$ cat src/regop_pkg.sv
package regop_pkg;
   localparam int WORD_W = 16;
   localparam int LONG_W = 32;
   localparam int WB_ADR_W = 8;
   localparam int WB_DAT_W = 32;
   localparam logic [WORD_W-1:0] ONES = 16'hFFFF;
   localparam logic [WORD_W-1:0] ZERO = 16'h0000;
   localparam logic [WORD_W-1:0] ONE_W = 16'h0001;
   localparam logic [WORD_W-1:0] WB_PAD = 16'h0000;
   // Instruction fields
   localparam int MODE_MSB = 15;
   localparam int MODE_LSB = 12;
   localparam int OPC_MSB = 11;
   localparam int OPC_LSB = 8;
   localparam int AND_SEL_BIT = 7;
   localparam int XOR_SEL_BIT = 6;
   localparam int OP1_SEL_BIT = 5;
   localparam int OP2_MSB = 4;
   localparam int OP2_LSB = 3;
   localparam int DEST_A_BIT = 2;
   localparam int DEST_Q_BIT = 1;
   localparam int DEST_M_BIT = 0;
   localparam int SH_LEFT_BIT = 7;
   localparam int SH_A_BIT = 6;
   localparam int SH_Q_BIT = 5;
   localparam int SH_CNT_MSB = 4;
   localparam int SKC_MSB = 7;
   localparam int SKC_LSB = 4;
   localparam int SKN_MSB = 3;
   localparam int IR_MSB = 7;
   localparam int IR_LSB = 3;
   localparam logic [3:0] MODE_BASIC = 4'h0;
   localparam logic [3:0] OPC_SKIP = 4'h1;
   localparam logic [3:0] OPC_INTER = 4'h8;
   localparam logic [3:0] OPC_SHIFT = 4'hF;
   localparam logic [4:0] IR_SET = 5'h10;
   localparam logic [4:0] IR_CLR = 5'h08;
   localparam logic [4:0] IR_TCA = 5'h0C;
   localparam logic [2:0] SH_A_RIGHT = 3'h2;
   localparam logic [2:0] SH_QA_LEFT = 3'h7;
   // Register map
   localparam logic [WB_ADR_W-1:0] ADDR_A = 8'h00;
   localparam logic [WB_ADR_W-1:0] ADDR_Q = 8'h04;
   localparam logic [WB_ADR_W-1:0] ADDR_M = 8'h08;
   localparam logic [WB_ADR_W-1:0] ADDR_STAT = 8'h0C;
   localparam int STAT_OVF_BIT = 0;
   localparam int STAT_PAR_BIT = 1;
   localparam int STAT_PROT_BIT = 2;
   localparam int STAT_PEN_BIT = 3;
   localparam int STAT_SSW_BIT = 4;

   typedef enum logic [1:0] {
      OP2_ONES = 2'b00, OP2_MEM = 2'b01,
      OP2_QREG = 2'b10, OP2_QM_OR = 2'b11
   } op2_sel_e;

   typedef enum logic [3:0] {
      skip_acc_zero = 4'h0, skip_acc_nonzero = 4'h1,
      skip_acc_pos = 4'h2, skip_acc_neg = 4'h3,
      skip_qreg_zero = 4'h4, skip_qreg_nonzero = 4'h5,
      skip_qreg_pos = 4'h6, skip_qreg_neg = 4'h7,
      skip_switch_on = 4'h8, skip_switch_off = 4'h9,
      skip_on_overflow = 4'hA, skip_no_overflow = 4'hB,
      skip_parity_err = 4'hC, skip_no_parity_err = 4'hD,
      skip_protect_fault = 4'hE, skip_no_protect_fault = 4'hF
   } skip_condition_code_e;

   typedef struct packed {
      logic valid;
      logic [WORD_W-1:0] instr;
      logic [WORD_W-1:0] p_addr;
   } exec_req_s;

   typedef struct packed {
      logic done;
      logic [WORD_W-1:0] next_addr;
   } exec_rsp_s;

   typedef struct packed {
      logic step;
      logic prot_instr;
      logic int_entry;
      logic prot_write;
      logic mask_change;
   } prot_evt_s;

   typedef struct packed {
      logic [WORD_W-1:0] a;
      logic [WORD_W-1:0] q;
      logic [WORD_W-1:0] m;
      logic ovf;
      logic par;
      logic prot;
      logic last_unprot;
      logic [2:0] ssw_sync;
      logic [2:0] pen_sync;
      logic skip_sw;
      logic prot_en;
      exec_rsp_s rsp;
      logic wb_ack;
      logic [WB_DAT_W-1:0] wb_dat;
   } state_s;
endpackage : regop_pkg

$ cat src/regop_shift_skip_exec.sv
// What this block does
// [RULE_01] Code 10000 sets ones, 01000 clears
// [RULE_02] Copy codes pass A, M, Q, Q|M
// [RULE_03] Complement codes write inverted A, M, Q, Q|M
// [RULE_04] Sum codes add A to M, Q, Q|M
// [RULE_05] Xor codes combine A with M, Q, Q|M
// [RULE_06] And codes combine A with M, Q, Q|M
// [RULE_07] Nand codes invert A and M, Q, Q|M
// [RULE_08] Copy results ignore instruction bit 7
// [RULE_09] Shifts move A, Q or QA by count
// [RULE_10] Right shifts sign extend, left shifts rotate
// [RULE_11] Counts up to 1F, long shifts too
// [RULE_12] Bits 7..5 select shift register and direction
// [RULE_13] Skip decoded from mode zero, submode one
// [RULE_14] Skip taken adds count plus one
// [RULE_15] Codes 0-3 test A zero and sign
// [RULE_16] Codes 4-7 test Q zero and sign
// [RULE_17] Codes 8, 9 test selective skip switch
// [RULE_18] Codes A, B test, then clear overflow
// [RULE_19] Codes C, D test, then clear parity
// [RULE_20] Codes E, F test, then clear protect fault
// [RULE_21] Protect fault set only while protection enabled
// [RULE_22] One's complement subtractive adder keeps negative zero
// [RULE_23] Field decode: select bits, operands, destinations
// [RULE_24] Select bits pick sum, xor, and, nand
// [RULE_25] Overflow skips test before clearing
//
// The Wishbone register port and the address map were chosen for this implementation.
`timescale 1ns/1ps
`default_nettype none
module regop_shift_skip_exec
   import regop_pkg::*;
(
   // Clock, enable and reset
   input wire logic ref_clk_i,
   input wire logic ce_i,
   input wire logic rst_i,
   // Sequencer request and answer
   input wire exec_req_s req_i,
   output var exec_rsp_s rsp_o,
   input wire logic m_load_i,
   input wire logic [WORD_W-1:0] m_data_i,
   // Protection and parity events
   input wire prot_evt_s prot_i,
   input wire logic parity_err_i,
   // Operator switches
   input wire logic skip_sw_i,
   input wire logic protect_sw_i,
   // Register and indicator outputs
   output var logic [WORD_W-1:0] a_o,
   output var logic [WORD_W-1:0] q_o,
   output var logic [WORD_W-1:0] m_o,
   output var logic overflow_o,
   output var logic parity_fault_o,
   output var logic protect_fault_o,
   // Wishbone slave
   input wire logic wb_cyc_i,
   input wire logic wb_stb_i,
   input wire logic wb_we_i,
   input wire logic [3:0] wb_sel_i,
   input wire logic [WB_ADR_W-1:0] wb_adr_i,
   input wire logic [WB_DAT_W-1:0] wb_dat_i,
   output var logic [WB_DAT_W-1:0] wb_dat_o,
   output var logic wb_ack_o
);

   state_s s_r;
   state_s s_nxt;

   // One's complement add through a subtractor
   function automatic logic [WORD_W:0] oc_add(
      input logic [WORD_W-1:0] x,
      input logic [WORD_W-1:0] y);
      logic [WORD_W:0] d;
      logic [WORD_W-1:0] r;
      d = {1'b0, x} - {1'b0, ~y};
      r = d[WORD_W] ? d[WORD_W-1:0] - ONE_W : d[WORD_W-1:0];
      oc_add = {(x[WORD_W-1] == y[WORD_W-1]) && (r[WORD_W-1] != x[WORD_W-1]), r};
   endfunction : oc_add

   function automatic logic [WORD_W-1:0] sra16(
      input logic [WORD_W-1:0] x,
      input logic [4:0] n);
      sra16 = WORD_W'($signed(x) >>> n);
   endfunction : sra16

   function automatic logic [WORD_W-1:0] rotl16(
      input logic [WORD_W-1:0] x,
      input logic [4:0] n);
      logic [LONG_W-1:0] t;
      t = {x, x} << n[3:0];
      rotl16 = t[LONG_W-1:WORD_W];
   endfunction : rotl16

   function automatic logic [LONG_W-1:0] rotl32(
      input logic [LONG_W-1:0] x,
      input logic [4:0] n);
      logic [2*LONG_W-1:0] t;
      t = {x, x} << n;
      rotl32 = t[2*LONG_W-1:LONG_W];
   endfunction : rotl32

   // Skip condition test
   function automatic logic skip_test(
      input skip_condition_code_e c,
      input logic [WORD_W-1:0] a,
      input logic [WORD_W-1:0] q,
      input logic sw,
      input logic ovf,
      input logic par,
      input logic prot);
      case (c)
         skip_acc_zero: skip_test = (a == ZERO); // [RULE_15]
         skip_acc_nonzero: skip_test = (a != ZERO);
         skip_acc_pos: skip_test = !a[WORD_W-1];
         skip_acc_neg: skip_test = a[WORD_W-1];
         skip_qreg_zero: skip_test = (q == ZERO); // [RULE_16]
         skip_qreg_nonzero: skip_test = (q != ZERO);
         skip_qreg_pos: skip_test = !q[WORD_W-1];
         skip_qreg_neg: skip_test = q[WORD_W-1];
         skip_switch_on: skip_test = sw; // [RULE_17]
         skip_switch_off: skip_test = !sw;
         skip_on_overflow: skip_test = ovf; // [RULE_18]
         skip_no_overflow: skip_test = !ovf;
         skip_parity_err: skip_test = par; // [RULE_19]
         skip_no_parity_err: skip_test = !par;
         skip_protect_fault: skip_test = prot; // [RULE_20]
         skip_no_protect_fault: skip_test = !prot;
         default: skip_test = 1'b0;
      endcase
   endfunction : skip_test

   // Byte lane merge for register writes
   function automatic logic [WORD_W-1:0] merge16(
      input logic [WORD_W-1:0] old,
      input logic [WB_DAT_W-1:0] d,
      input logic [3:0] sel);
      merge16 = old;
      if (sel[0]) begin
         merge16[7:0] = d[7:0];
      end
      if (sel[1]) begin
         merge16[15:8] = d[15:8];
      end
   endfunction : merge16

   // Instruction decode
   logic [3:0] opc;
   logic basic;
   logic is_inter;
   logic is_shift;
   logic is_skip;
   logic and_select;
   logic xor_select;
   op2_sel_e op2_sel;
   logic [WORD_W-1:0] op1;
   logic [WORD_W-1:0] op2;
   logic [WORD_W:0] sum;
   logic [WORD_W-1:0] ir_res;
   logic [4:0] sh_cnt;
   logic [LONG_W-1:0] qa;
   logic [LONG_W-1:0] qa_res;
   skip_condition_code_e skip_condition_code;
   logic [WORD_W-1:0] skip_cnt;
   logic hit;
   logic [WB_DAT_W-1:0] rd_data;

   assign opc = req_i.instr[OPC_MSB:OPC_LSB];
   assign basic = req_i.valid && (req_i.instr[MODE_MSB:MODE_LSB] == MODE_BASIC);
   assign is_inter = basic && (opc == OPC_INTER);
   assign is_shift = basic && (opc == OPC_SHIFT);
   assign is_skip = basic && (opc == OPC_SKIP); // [RULE_13]
   assign and_select = req_i.instr[AND_SEL_BIT]; // [RULE_23]
   assign xor_select = req_i.instr[XOR_SEL_BIT];
   assign op2_sel = op2_sel_e'(req_i.instr[OP2_MSB:OP2_LSB]);
   assign op1 = req_i.instr[OP1_SEL_BIT] ? s_r.a : ONES; // [RULE_23]

   always_comb begin
      case (op2_sel)
         OP2_ONES: op2 = ONES;
         OP2_MEM: op2 = s_r.m;
         OP2_QREG: op2 = s_r.q;
         OP2_QM_OR: op2 = s_r.q | s_r.m; // [RULE_02]
         default: op2 = ONES;
      endcase
   end

   assign sum = oc_add(op1, op2); // [RULE_22]

   // A copy is a sum or an and with ones, so bit 7 does not matter
   always_comb begin // [RULE_08]
      case ({and_select, xor_select})
         2'b00: ir_res = sum[WORD_W-1:0]; // [RULE_04] [RULE_24]
         2'b01: ir_res = op1 ^ op2; // [RULE_05] [RULE_03] [RULE_01]
         2'b10: ir_res = op1 & op2; // [RULE_06] [RULE_02] [RULE_01]
         2'b11: ir_res = ~(op1 & op2); // [RULE_07] [RULE_03]
         default: ir_res = ZERO;
      endcase
   end

   assign sh_cnt = req_i.instr[SH_CNT_MSB:0]; // [RULE_09] [RULE_11]
   assign qa = {s_r.q, s_r.a};
   assign qa_res = req_i.instr[SH_LEFT_BIT] ? rotl32(qa, sh_cnt) : LONG_W'($signed(qa) >>> sh_cnt);
   assign skip_condition_code = skip_condition_code_e'(req_i.instr[SKC_MSB:SKC_LSB]);
   assign skip_cnt = {12'h000, req_i.instr[SKN_MSB:0]};
   // Indicators are sampled before this cycle clears them
   assign hit = skip_test(skip_condition_code, s_r.a, s_r.q, s_r.skip_sw, s_r.ovf, s_r.par, s_r.prot); // [RULE_25]

   always_comb begin
      rd_data = '0;
      case (wb_adr_i)
         ADDR_A: rd_data = {WB_PAD, s_r.a};
         ADDR_Q: rd_data = {WB_PAD, s_r.q};
         ADDR_M: rd_data = {WB_PAD, s_r.m};
         ADDR_STAT: begin
            rd_data[STAT_OVF_BIT] = s_r.ovf;
            rd_data[STAT_PAR_BIT] = s_r.par;
            rd_data[STAT_PROT_BIT] = s_r.prot;
            rd_data[STAT_PEN_BIT] = s_r.prot_en;
            rd_data[STAT_SSW_BIT] = s_r.skip_sw;
         end
         default: rd_data = '0;
      endcase
   end

   always_comb begin
      s_nxt = s_r;
      s_nxt.rsp.done = 1'b0;
      s_nxt.wb_ack = 1'b0;
      // Switch synchronisers, change accepted when last two agree
      s_nxt.ssw_sync = {s_r.ssw_sync[1:0], skip_sw_i};
      s_nxt.pen_sync = {s_r.pen_sync[1:0], protect_sw_i};
      if (s_r.ssw_sync[2] == s_r.ssw_sync[1]) begin
         s_nxt.skip_sw = s_r.ssw_sync[2];
      end
      if (s_r.pen_sync[2] == s_r.pen_sync[1]) begin
         s_nxt.prot_en = s_r.pen_sync[2];
      end
      // Register bus: one ack per request, write one to clear flags
      if (wb_cyc_i && wb_stb_i && !s_r.wb_ack) begin
         s_nxt.wb_ack = 1'b1;
         s_nxt.wb_dat = rd_data;
         if (wb_we_i) begin
            case (wb_adr_i)
               ADDR_A: s_nxt.a = merge16(s_r.a, wb_dat_i, wb_sel_i);
               ADDR_Q: s_nxt.q = merge16(s_r.q, wb_dat_i, wb_sel_i);
               ADDR_M: s_nxt.m = merge16(s_r.m, wb_dat_i, wb_sel_i);
               ADDR_STAT: begin
                  if (wb_sel_i[0] && wb_dat_i[STAT_OVF_BIT]) begin
                     s_nxt.ovf = 1'b0;
                  end
                  if (wb_sel_i[0] && wb_dat_i[STAT_PAR_BIT]) begin
                     s_nxt.par = 1'b0;
                  end
                  if (wb_sel_i[0] && wb_dat_i[STAT_PROT_BIT]) begin
                     s_nxt.prot = 1'b0;
                  end
               end
               default: ;
            endcase
         end
      end
      if (m_load_i) begin
         s_nxt.m = m_data_i;
      end
      // Execution overrides bus writes to the same register
      if (req_i.valid) begin
         s_nxt.rsp.done = 1'b1;
         s_nxt.rsp.next_addr = req_i.p_addr + ONE_W;
      end
      if (is_inter) begin
         if (req_i.instr[DEST_A_BIT]) begin
            s_nxt.a = ir_res; // [RULE_23]
         end
         if (req_i.instr[DEST_Q_BIT]) begin
            s_nxt.q = ir_res;
         end
         if (req_i.instr[DEST_M_BIT]) begin
            s_nxt.m = ir_res;
         end
      end
      if (is_shift) begin
         case ({req_i.instr[SH_A_BIT], req_i.instr[SH_Q_BIT]}) // [RULE_12]
            2'b10: s_nxt.a = req_i.instr[SH_LEFT_BIT] ? rotl16(s_r.a, sh_cnt) : sra16(s_r.a, sh_cnt); // [RULE_10]
            2'b01: s_nxt.q = req_i.instr[SH_LEFT_BIT] ? rotl16(s_r.q, sh_cnt) : sra16(s_r.q, sh_cnt);
            2'b11: begin
               s_nxt.q = qa_res[LONG_W-1:WORD_W]; // [RULE_10] [RULE_11]
               s_nxt.a = qa_res[WORD_W-1:0];
            end
            default: ;
         endcase
      end
      if (is_skip) begin
         if (hit) begin
            s_nxt.rsp.next_addr = req_i.p_addr + skip_cnt + ONE_W; // [RULE_14]
         end
         case (skip_condition_code)
            skip_on_overflow, skip_no_overflow: s_nxt.ovf = 1'b0; // [RULE_18] [RULE_25]
            skip_parity_err, skip_no_parity_err: s_nxt.par = 1'b0; // [RULE_19]
            skip_protect_fault, skip_no_protect_fault: s_nxt.prot = 1'b0; // [RULE_20]
            default: ;
         endcase
      end
      // Sets come last so they win over any clear
      if (is_inter && !and_select && !xor_select && sum[WORD_W]) begin
         s_nxt.ovf = 1'b1; // [RULE_24]
      end
      if (parity_err_i) begin
         s_nxt.par = 1'b1;
      end
      if (prot_i.step) begin
         s_nxt.last_unprot = !prot_i.prot_instr;
         if (s_r.prot_en && !prot_i.prot_instr && (prot_i.prot_write || prot_i.mask_change)) begin
            s_nxt.prot = 1'b1; // [RULE_21]
         end
         if (s_r.prot_en && prot_i.prot_instr && s_r.last_unprot && !prot_i.int_entry) begin
            s_nxt.prot = 1'b1; // [RULE_21]
         end
      end
      if (!ce_i) begin
         s_nxt = s_r;
      end
   end

   always_ff @(posedge ref_clk_i) begin
      if (rst_i) begin
         s_r <= '0;
      end else begin
         s_r <= s_nxt;
      end
   end

   assign rsp_o = s_r.rsp;
   assign a_o = s_r.a;
   assign q_o = s_r.q;
   assign m_o = s_r.m;
   assign overflow_o = s_r.ovf;
   assign parity_fault_o = s_r.par;
   assign protect_fault_o = s_r.prot;
   assign wb_dat_o = s_r.wb_dat;
   assign wb_ack_o = s_r.wb_ack;

   logic [IR_MSB-IR_LSB:0] ir_code;
   assign ir_code = req_i.instr[IR_MSB:IR_LSB];
endmodule : regop_shift_skip_exec
`default_nettype wire

$ cat config.mk
export PLATFORM = sky130hd
export DESIGN_NAME = regop_shift_skip_exec
export DESIGN_NICKNAME = d
export VERILOG_FILES = /design/src/regop_pkg.sv /design/src/regop_shift_skip_exec.sv
export SDC_FILE = /design/constraint.sdc
export NUM_CORES = 1
export LEC_CHECK = 0
export BUFFER_PORTS_ARGS = -buffer_cell sky130_fd_sc_hd__buf_2
export CORE_ASPECT_RATIO = 0.6
export CORE_MARGIN = 2
export CORE_UTILIZATION = 32
export CTS_CLUSTER_DIAMETER = 40
export DETAILED_ROUTE_END_ITERATION = 8
export GPL_TIMING_DRIVEN = 0
export MAX_ROUTING_LAYER = met4
export PLACE_DENSITY = 0.49
export SLEW_MARGIN = 20
export SYNTH_ARGS = -nofsm -noshare
export SYNTH_HDL_FRONTEND = slang
export SYNTH_SLANG_ARGS = --single-unit
$ cat constraint.sdc
create_clock -name ref_clk_i -period 7.2 [get_ports ref_clk_i]
set_input_delay 1.44 -clock ref_clk_i [delete_from_list [all_inputs] [get_ports ref_clk_i]]
set_output_delay 1.44 -clock ref_clk_i [all_outputs]
set_load 0.02 [all_outputs]
After elaboration in Yosys (flattened, before gate mapping)
Index checks and enable logic that the tools add are counted.
{"block": "totals", "reg_bits": 110, "latch_bits": 0, "ramBits": 0, "mem_bits_ro": 0, "input_bits": 108, "out_inout_bits": 101, "elab_cells": 157, "mem_count": 0}
{"block": "classes", "n_addsub": 5, "n_mul": 0, "n_div": 0, "n_lt_le_gt_ge": 0, "eq_ne": 34, "n_shift": 6, "mux": 46, "bitwise": 5, "reduce_logical": 46}
{"cell": "16-bit two-way mux", "n": 13}
{"cell": "16-bit one-hot mux with 4 select lines", "n": 2}
{"cell": "51-bit two-way mux", "n": 2}
{"cell": "32-bit two-way mux", "n": 2}
{"cell": "16-bit one-hot mux with 2 select lines", "n": 2}
{"cell": "32-bit by 4-bit << shifter with 32-bit output", "n": 2}
{"cell": "64-bit by 5-bit << shifter with 64-bit output", "n": 1}
{"cell": "48-bit two-way mux", "n": 1}
{"cell": "8-bit two-way mux", "n": 6}
{"cell": "4-bit equality test, second input constant", "n": 10}
{"cell": "33-bit two-way mux", "n": 1}
{"cell": "11-bit one-hot mux with 3 select lines", "n": 1}
{"cell": "16-bit by 1-bit adder with 16-bit output, second input constant", "n": 2}
{"cell": "16-bit logical NOT", "n": 2}
{"cell": "16-bit inverter", "n": 2}
{"cell": "16-bit nonzero test", "n": 2}
{"cell": "16-bit by 5-bit >>> shifter with 16-bit output", "n": 2}
{"cell": "32-bit by 5-bit >>> shifter with 32-bit output", "n": 1}
{"cell": "5-bit one-hot mux with 4 select lines", "n": 1}
{"cell": "1-bit logical AND", "n": 18}
{"cell": "17-bit two-way mux", "n": 1}
{"cell": "16-bit by 16-bit subtractor with 17-bit output", "n": 1}
{"cell": "16-bit by 4-bit adder with 16-bit output", "n": 1}
{"cell": "16-bit bitwise AND", "n": 1}
{"cell": "23 further kinds", "n": 65}

Depth between registers and ports, before layout
{"block": "logic_depth", "ltp_word": 11, "ltp_mapped": 21, "mapped_depth_nobuf": 16}

Least setup slack after synthesis
No wires, ideal clock.
{"block": "synth_path", "path_type": "input -> register", "startpoint": "in req_i[19] (netlist name)", "endpoint": "reg s_r, in the netlist q_o[12]", "setup_time_ns": 0.060, "arrival_time_ns": 5.975, "required_ns": 7.140, "path_slack_ns": 1.164, "stages": 20, "n_path_buf": 5, "path_cell_list": "clkbuf_1 clkbuf_1 clkbuf_1 clkbuf_1 clkbuf_1 a22oi_1 nand2_1 inv_1 ha_1 fa_1 and2b_1 o211ai_4 o32a_1 o311a_1 nor3_4 nand2_2 or3_1 and3_1 nor3_1 o221a_1"}
{"block": "synth_between", "elab_chain_cells": 11, "elab_cells_between_ends": 23, "classes_between": "add/sub: 2; eq/ne: 3; shift: 4; mux: 9; bitwise: 4; reduce/logical: 1"}
{"element": "start, declared", "line": "regop_shift_skip_exec.sv:39", "text": "input wire exec_req_s req_i,"}
{"element": "2-bit equality test (tied with other cells)", "line": "regop_shift_skip_exec.sv:179", "text": "case (op2_sel)"}
{"element": "16-bit one-hot mux with 4 select lines", "line": "regop_shift_skip_exec.sv:179"}
{"element": "16-bit inverter", "line": "regop_shift_skip_exec.sv:76", "text": "d = {1'b0, x} - {1'b0, ~y};"}
{"element": "16-bit by 16-bit subtractor with 17-bit output", "line": "regop_shift_skip_exec.sv:76"}
{"element": "16-bit by 1-bit subtractor with 16-bit output", "line": "regop_shift_skip_exec.sv:77", "text": "r = d[WORD_W] ? d[WORD_W-1:0] - ONE_W : d[WORD_W-1:0];"}
{"element": "16-bit two-way mux", "line": "regop_shift_skip_exec.sv:77"}
{"element": "16-bit one-hot mux with 4 select lines", "line": "regop_shift_skip_exec.sv:192", "text": "case ({and_select, xor_select})"}
{"element": "16-bit two-way mux", "line": "regop_shift_skip_exec.sv:275", "text": "if (req_i.instr[DEST_Q_BIT]) begin"}
{"element": "48-bit two-way mux", "line": "regop_shift_skip_exec.sv:271", "text": "if (is_inter) begin"}
{"element": "16-bit one-hot mux with 2 select lines", "line": "regop_shift_skip_exec.sv:283", "text": "case ({req_i.instr[SH_A_BIT], req_i.instr[SH_Q_BIT]})"}
{"element": "32-bit two-way mux *", "line": "regop_shift_skip_exec.sv:282", "text": "if (is_shift) begin"}
{"element": "end signal, assigned", "line": "regop_shift_skip_exec.sv:329", "text": "s_r <= s_nxt;"}
{"element": "end, declared", "line": "regop_shift_skip_exec.sv:67", "text": "state_s s_r;"}
Every way passes the cells marked *; elsewhere a longest branch is shown, timed or not.
A chain may end at the register's enable or synchronous reset.

Worst setup path in the final report
{"block": "layout_path", "startpoint": "in req_i[20] (netlist name)", "endpoint": "reg s_r, in the netlist a_o[8]"}
{"block": "layout_between", "elab_chain_cells": 11, "elab_cells_between_ends": 22, "classes_between": "add/sub: 2; eq/ne: 3; shift: 3; mux: 9; bitwise: 4; reduce/logical: 1"}
{"element": "2-bit equality test (tied with other cells)", "line": "regop_shift_skip_exec.sv:179"}
{"element": "16-bit one-hot mux with 4 select lines", "line": "regop_shift_skip_exec.sv:179"}
{"element": "16-bit inverter", "line": "regop_shift_skip_exec.sv:76"}
{"element": "16-bit by 16-bit subtractor with 17-bit output", "line": "regop_shift_skip_exec.sv:76"}
{"element": "16-bit by 1-bit subtractor with 16-bit output", "line": "regop_shift_skip_exec.sv:77"}
{"element": "16-bit two-way mux", "line": "regop_shift_skip_exec.sv:77"}
{"element": "16-bit one-hot mux with 4 select lines", "line": "regop_shift_skip_exec.sv:192"}
{"element": "16-bit two-way mux", "line": "regop_shift_skip_exec.sv:272", "text": "if (req_i.instr[DEST_A_BIT]) begin"}
{"element": "48-bit two-way mux", "line": "regop_shift_skip_exec.sv:271"}
{"element": "16-bit one-hot mux with 2 select lines", "line": "regop_shift_skip_exec.sv:283"}
{"element": "32-bit two-way mux *", "line": "regop_shift_skip_exec.sv:282"}
Marks and branches as above.

==> key figures <==
Placement
  – Post-Place Cell Area: 0.0156 sq mm
  – Post-DP HPWL: 69,200 um
  – I/O Buffers: 169
  – Gpl congestion: 1.09

Layout
  – Final core utilization: 37.1%
  – FF/Latch Area: 0.00188 sq mm
  – Layout area overhead: 14.8%
  – Final Cell Area: 0.0160 sq mm
  – Multi-input logic area: 0.0106 sq mm
  – Final nets: 2,253
  – Share of layout cells above drive strength 1: 21.6%
  – Fillers: 4,688

STA
  – Final setup TNS: 0 ns
  – Crit path time final: 7.17 ns
  – Slew HR: 10.5%
  – Period utilisation layout: 99.6%
  – Slew @ Worst Pin: 1.33 ns
  – Final slew viol count: 0
  – Final setup violation count: 0
  – Clock skew: 0.0152 ns
  – Peak Freq: 139 MHz
  – Final Hold Vio Count: 0

Yosys
  – Synth cell types: 98
  – Synthesized flop and latch total: 94
  – Synth Flop Type: dfxtp_1
  – EDFF count, synth: 0
  – Mapped Area: 0.0139 sq mm
  – Post-synthesis sequential area ratio: 13.5%
  – Async SR Flop Fraction: 0%
  – Yosys warns: 0
  – Syn Area/Cell: 7.24 sq um
  – Synthesized netlist cell count: 1,922

Job
  – Max-cap violations: 0

Worst setup path
  – Critical setup path kind: input port to flop
  – CP Capture Type: flop
  – Crit path launch type: input port
  – Worst EP required: 7.44 ns
  – Critical path arrival: 7.41 ns
  – Crit-path max FO: 10

Route
  – DR vias/cell: 6.28
  – First DRT Iteration DRCs: 2,481
  – DRC viols: 0
  – First drt pass iteration count: 6
  – WL/cell: 31.9 um
  – Vias: 17,000
  – Antenna viol nets, final: 0
  – Final WL: 86,300 um

Clocking
  – Clock Sinks: 94
  – CTS Root Buffer Type: clkbuf_16
  – H-tree depth: 3
  – TritonCTS buffer count: 9
  – CTS clk-pin slew, worst paths: 0.08 ns
  – Worst-Skew Late Latency: 0.38 ns
  – CTS tree: built
  – CTS Hold Buffers Added: 0
  – CTS Buffer Depth: 2

Floorplanning
  – Initial Utilization: 32.3%
  – IO Pins: 209
  – Row count: 59
  – Die height: 166 um
  – Die width: 273 um
  – Core Area: 0.0431 sq mm
  – Die ar.: 0.0453 sq mm

Global routing
  – Total gr overflow: 0
  – Antenna violations before repair: 2
  – Largest net degree at the start of global routing: 20
  – Vias in the first global route: 15,100
  – First-pass GRT wire length: 118,000 um
  – Total track usage: 38.0%

Power and ir drop
  – P per Cell Area: 135 mW/mm^2
  – P_leak: 6.65 nW
  – Maximum vdd drop: 0.0832 mV

Status
  – Status: completed

Min path
  – HP Class: flop to flop
## stage by stage
stage	instances	hold slack (ns)	power, mW	setup slack, ns
6_report	2707	0.473	2.15	0.0265
5_1_grt	2705	0.500	2.23	-0.0305
4_1_cts	2700	0.479	2.10	0.0969
3_5_place_dp	2686	0.473	1.58	-1.68
3_3_place_gp	2685	0.465	1.58	-1.79
2_1_floorplan	1937	0.444	1.21	1.16
## critical path, cell delays in order
cell	delay (ns)
clkbuf_2	0.33
buf_2	0.36
clkbuf_1	0.59
clkbuf_2	0.48
a22oi_1	0.12
nand2_1	0.16
inv_1	0.06
ha_1	0.26
fa_1	0.53
and2b_1	0.28
o211ai_4	0.12
o32a_1	0.34
o311a_1	0.35
nor3_4	0.32
nand2_2	0.14
a31oi_1	0.78
o211ai_1	0.30
a211oi_1	0.45
## cell usage in the layout (no fill, tap or decap), types with 44 or more instances in the layout
cell      instances
dfxtp_1          94
nor2_1          231
nand2_1         189
buf_4           106
mux4_2           50
mux2i_1         139
a21oi_1         148
o21ai_0         138
clkbuf_1        129
nand3_1          44
buf_2           192
## worst paths after layout
| check | startpoint | endpoint | slack [ns] | cells past startpoint |
|---|---|---|---|---|
| max | req_i[20] | a_o[8] | 0.03 | 18 |
| min | s_r[56] | s_r[51] | 0.47 | 2 |
| min reg2reg | s_r[56] | s_r[51] | 0.47 | 2 |
| max reg2reg | q_o[15] | a_o[8] | 1.43 | 14 |
## cell families after synthesis
| group | share of synthesized area [%] |
|---|---|
| AND/OR/NAND/NOR | 21.2 |
| multiplexers | 20.7 |
| AO/OA/AOI/OAI | 27.3 |
| buffers and inverters | 11.5 |
| XOR/XNOR | 3.46 |
| other | 0.0269 |
| adder cells (fa/ha/maj) | 2.35 |
| flip-flops | 13.5 |
## layer usage
layer | vias to the layer above | track usage, % | wire, um
met1 | 8256 | 54.8 | 39100
met3 | 186 | 13.5 | 12100
met2 | 1236 | 47.2 | 31700
met4 | 0 | 13.1 | 3420
li1 | 7316 | - | -
met5 | - | - | 0
## synth_stat cells, types with 6 or more instances
cell	n	area, sq um
a211o_1	6	52.6
a211oi_1	33	248
a21boi_0	7	52.6
a21o_1	21	158
a21oi_1	149	746
a221oi_1	8	70.1
a22oi_1	35	263
a311oi_1	9	78.8
a31oi_1	16	100
a32oi_1	6	52.6
and2_1	14	87.6
and3_1	11	68.8
buf_1	18	67.6
buf_2	22	110
buf_4	101	758
clkbuf_1	136	510
dfxtp_1	94	1880
ha_1	23	288
inv_1	29	109
mux2_2	32	360
mux2i_1	139	1390
mux4_2	50	1130
nand2_1	190	713
nand2b_1	30	188
nand3_1	44	220
nand4_1	11	68.8
nor2_1	231	867
nor2b_1	7	43.8
nor3_1	38	190
nor4_1	17	106
o2111ai_1	6	52.6
o211ai_1	25	188
o21a_1	10	75.1
o21ai_0	138	691
o221ai_1	11	96.3
o22ai_1	11	68.8
o311ai_0	8	70.1
or2_2	6	37.5
or3_1	16	100
xnor2_1	35	307
xor2_1	20	175
## state kept, by name, indices dropped and copies added (netlist names)
name,flops
a_o,16
m_o,16
overflow_o,1
parity_fault_o,1
protect_fault_o,1
q_o,16
rsp_o,17
s_r,9
wb_ack_o,1
wb_dat_o,16
## final cells by class
| type | instances | area share (%) |
|---|---|---|
| plain buffers | 278 | 9.28 |
| clock inverters | 6 | 0.423 |
| repair buffers | 174 | 5.53 |
| diodes | 3 | 0.0470 |
| well taps | 579 | 4.53 |
| inverters | 33 | 0.798 |
| clock buffers | 10 | 1.49 |
| multi-input cells | 1530 | 66.1 |
| flip-flops and latches | 94 | 11.8 |
## power by group
group | total [mW] | leakage (nW) | switching, mW | internal (mW)
combinational | 1.07 | 5.74 | 0.718 | 0.349
clock | 0.522 | 0.146 | 0.241 | 0.281
sequential | 0.564 | 0.767 | 0.0252 | 0.539
## timing repair
item | in CTS | in global routing
buffers inserted | 0 | 4
setup endpoints to repair | 49 | 8
resized for setup | 10 | 8
Power figures use the tool's default switching activity.
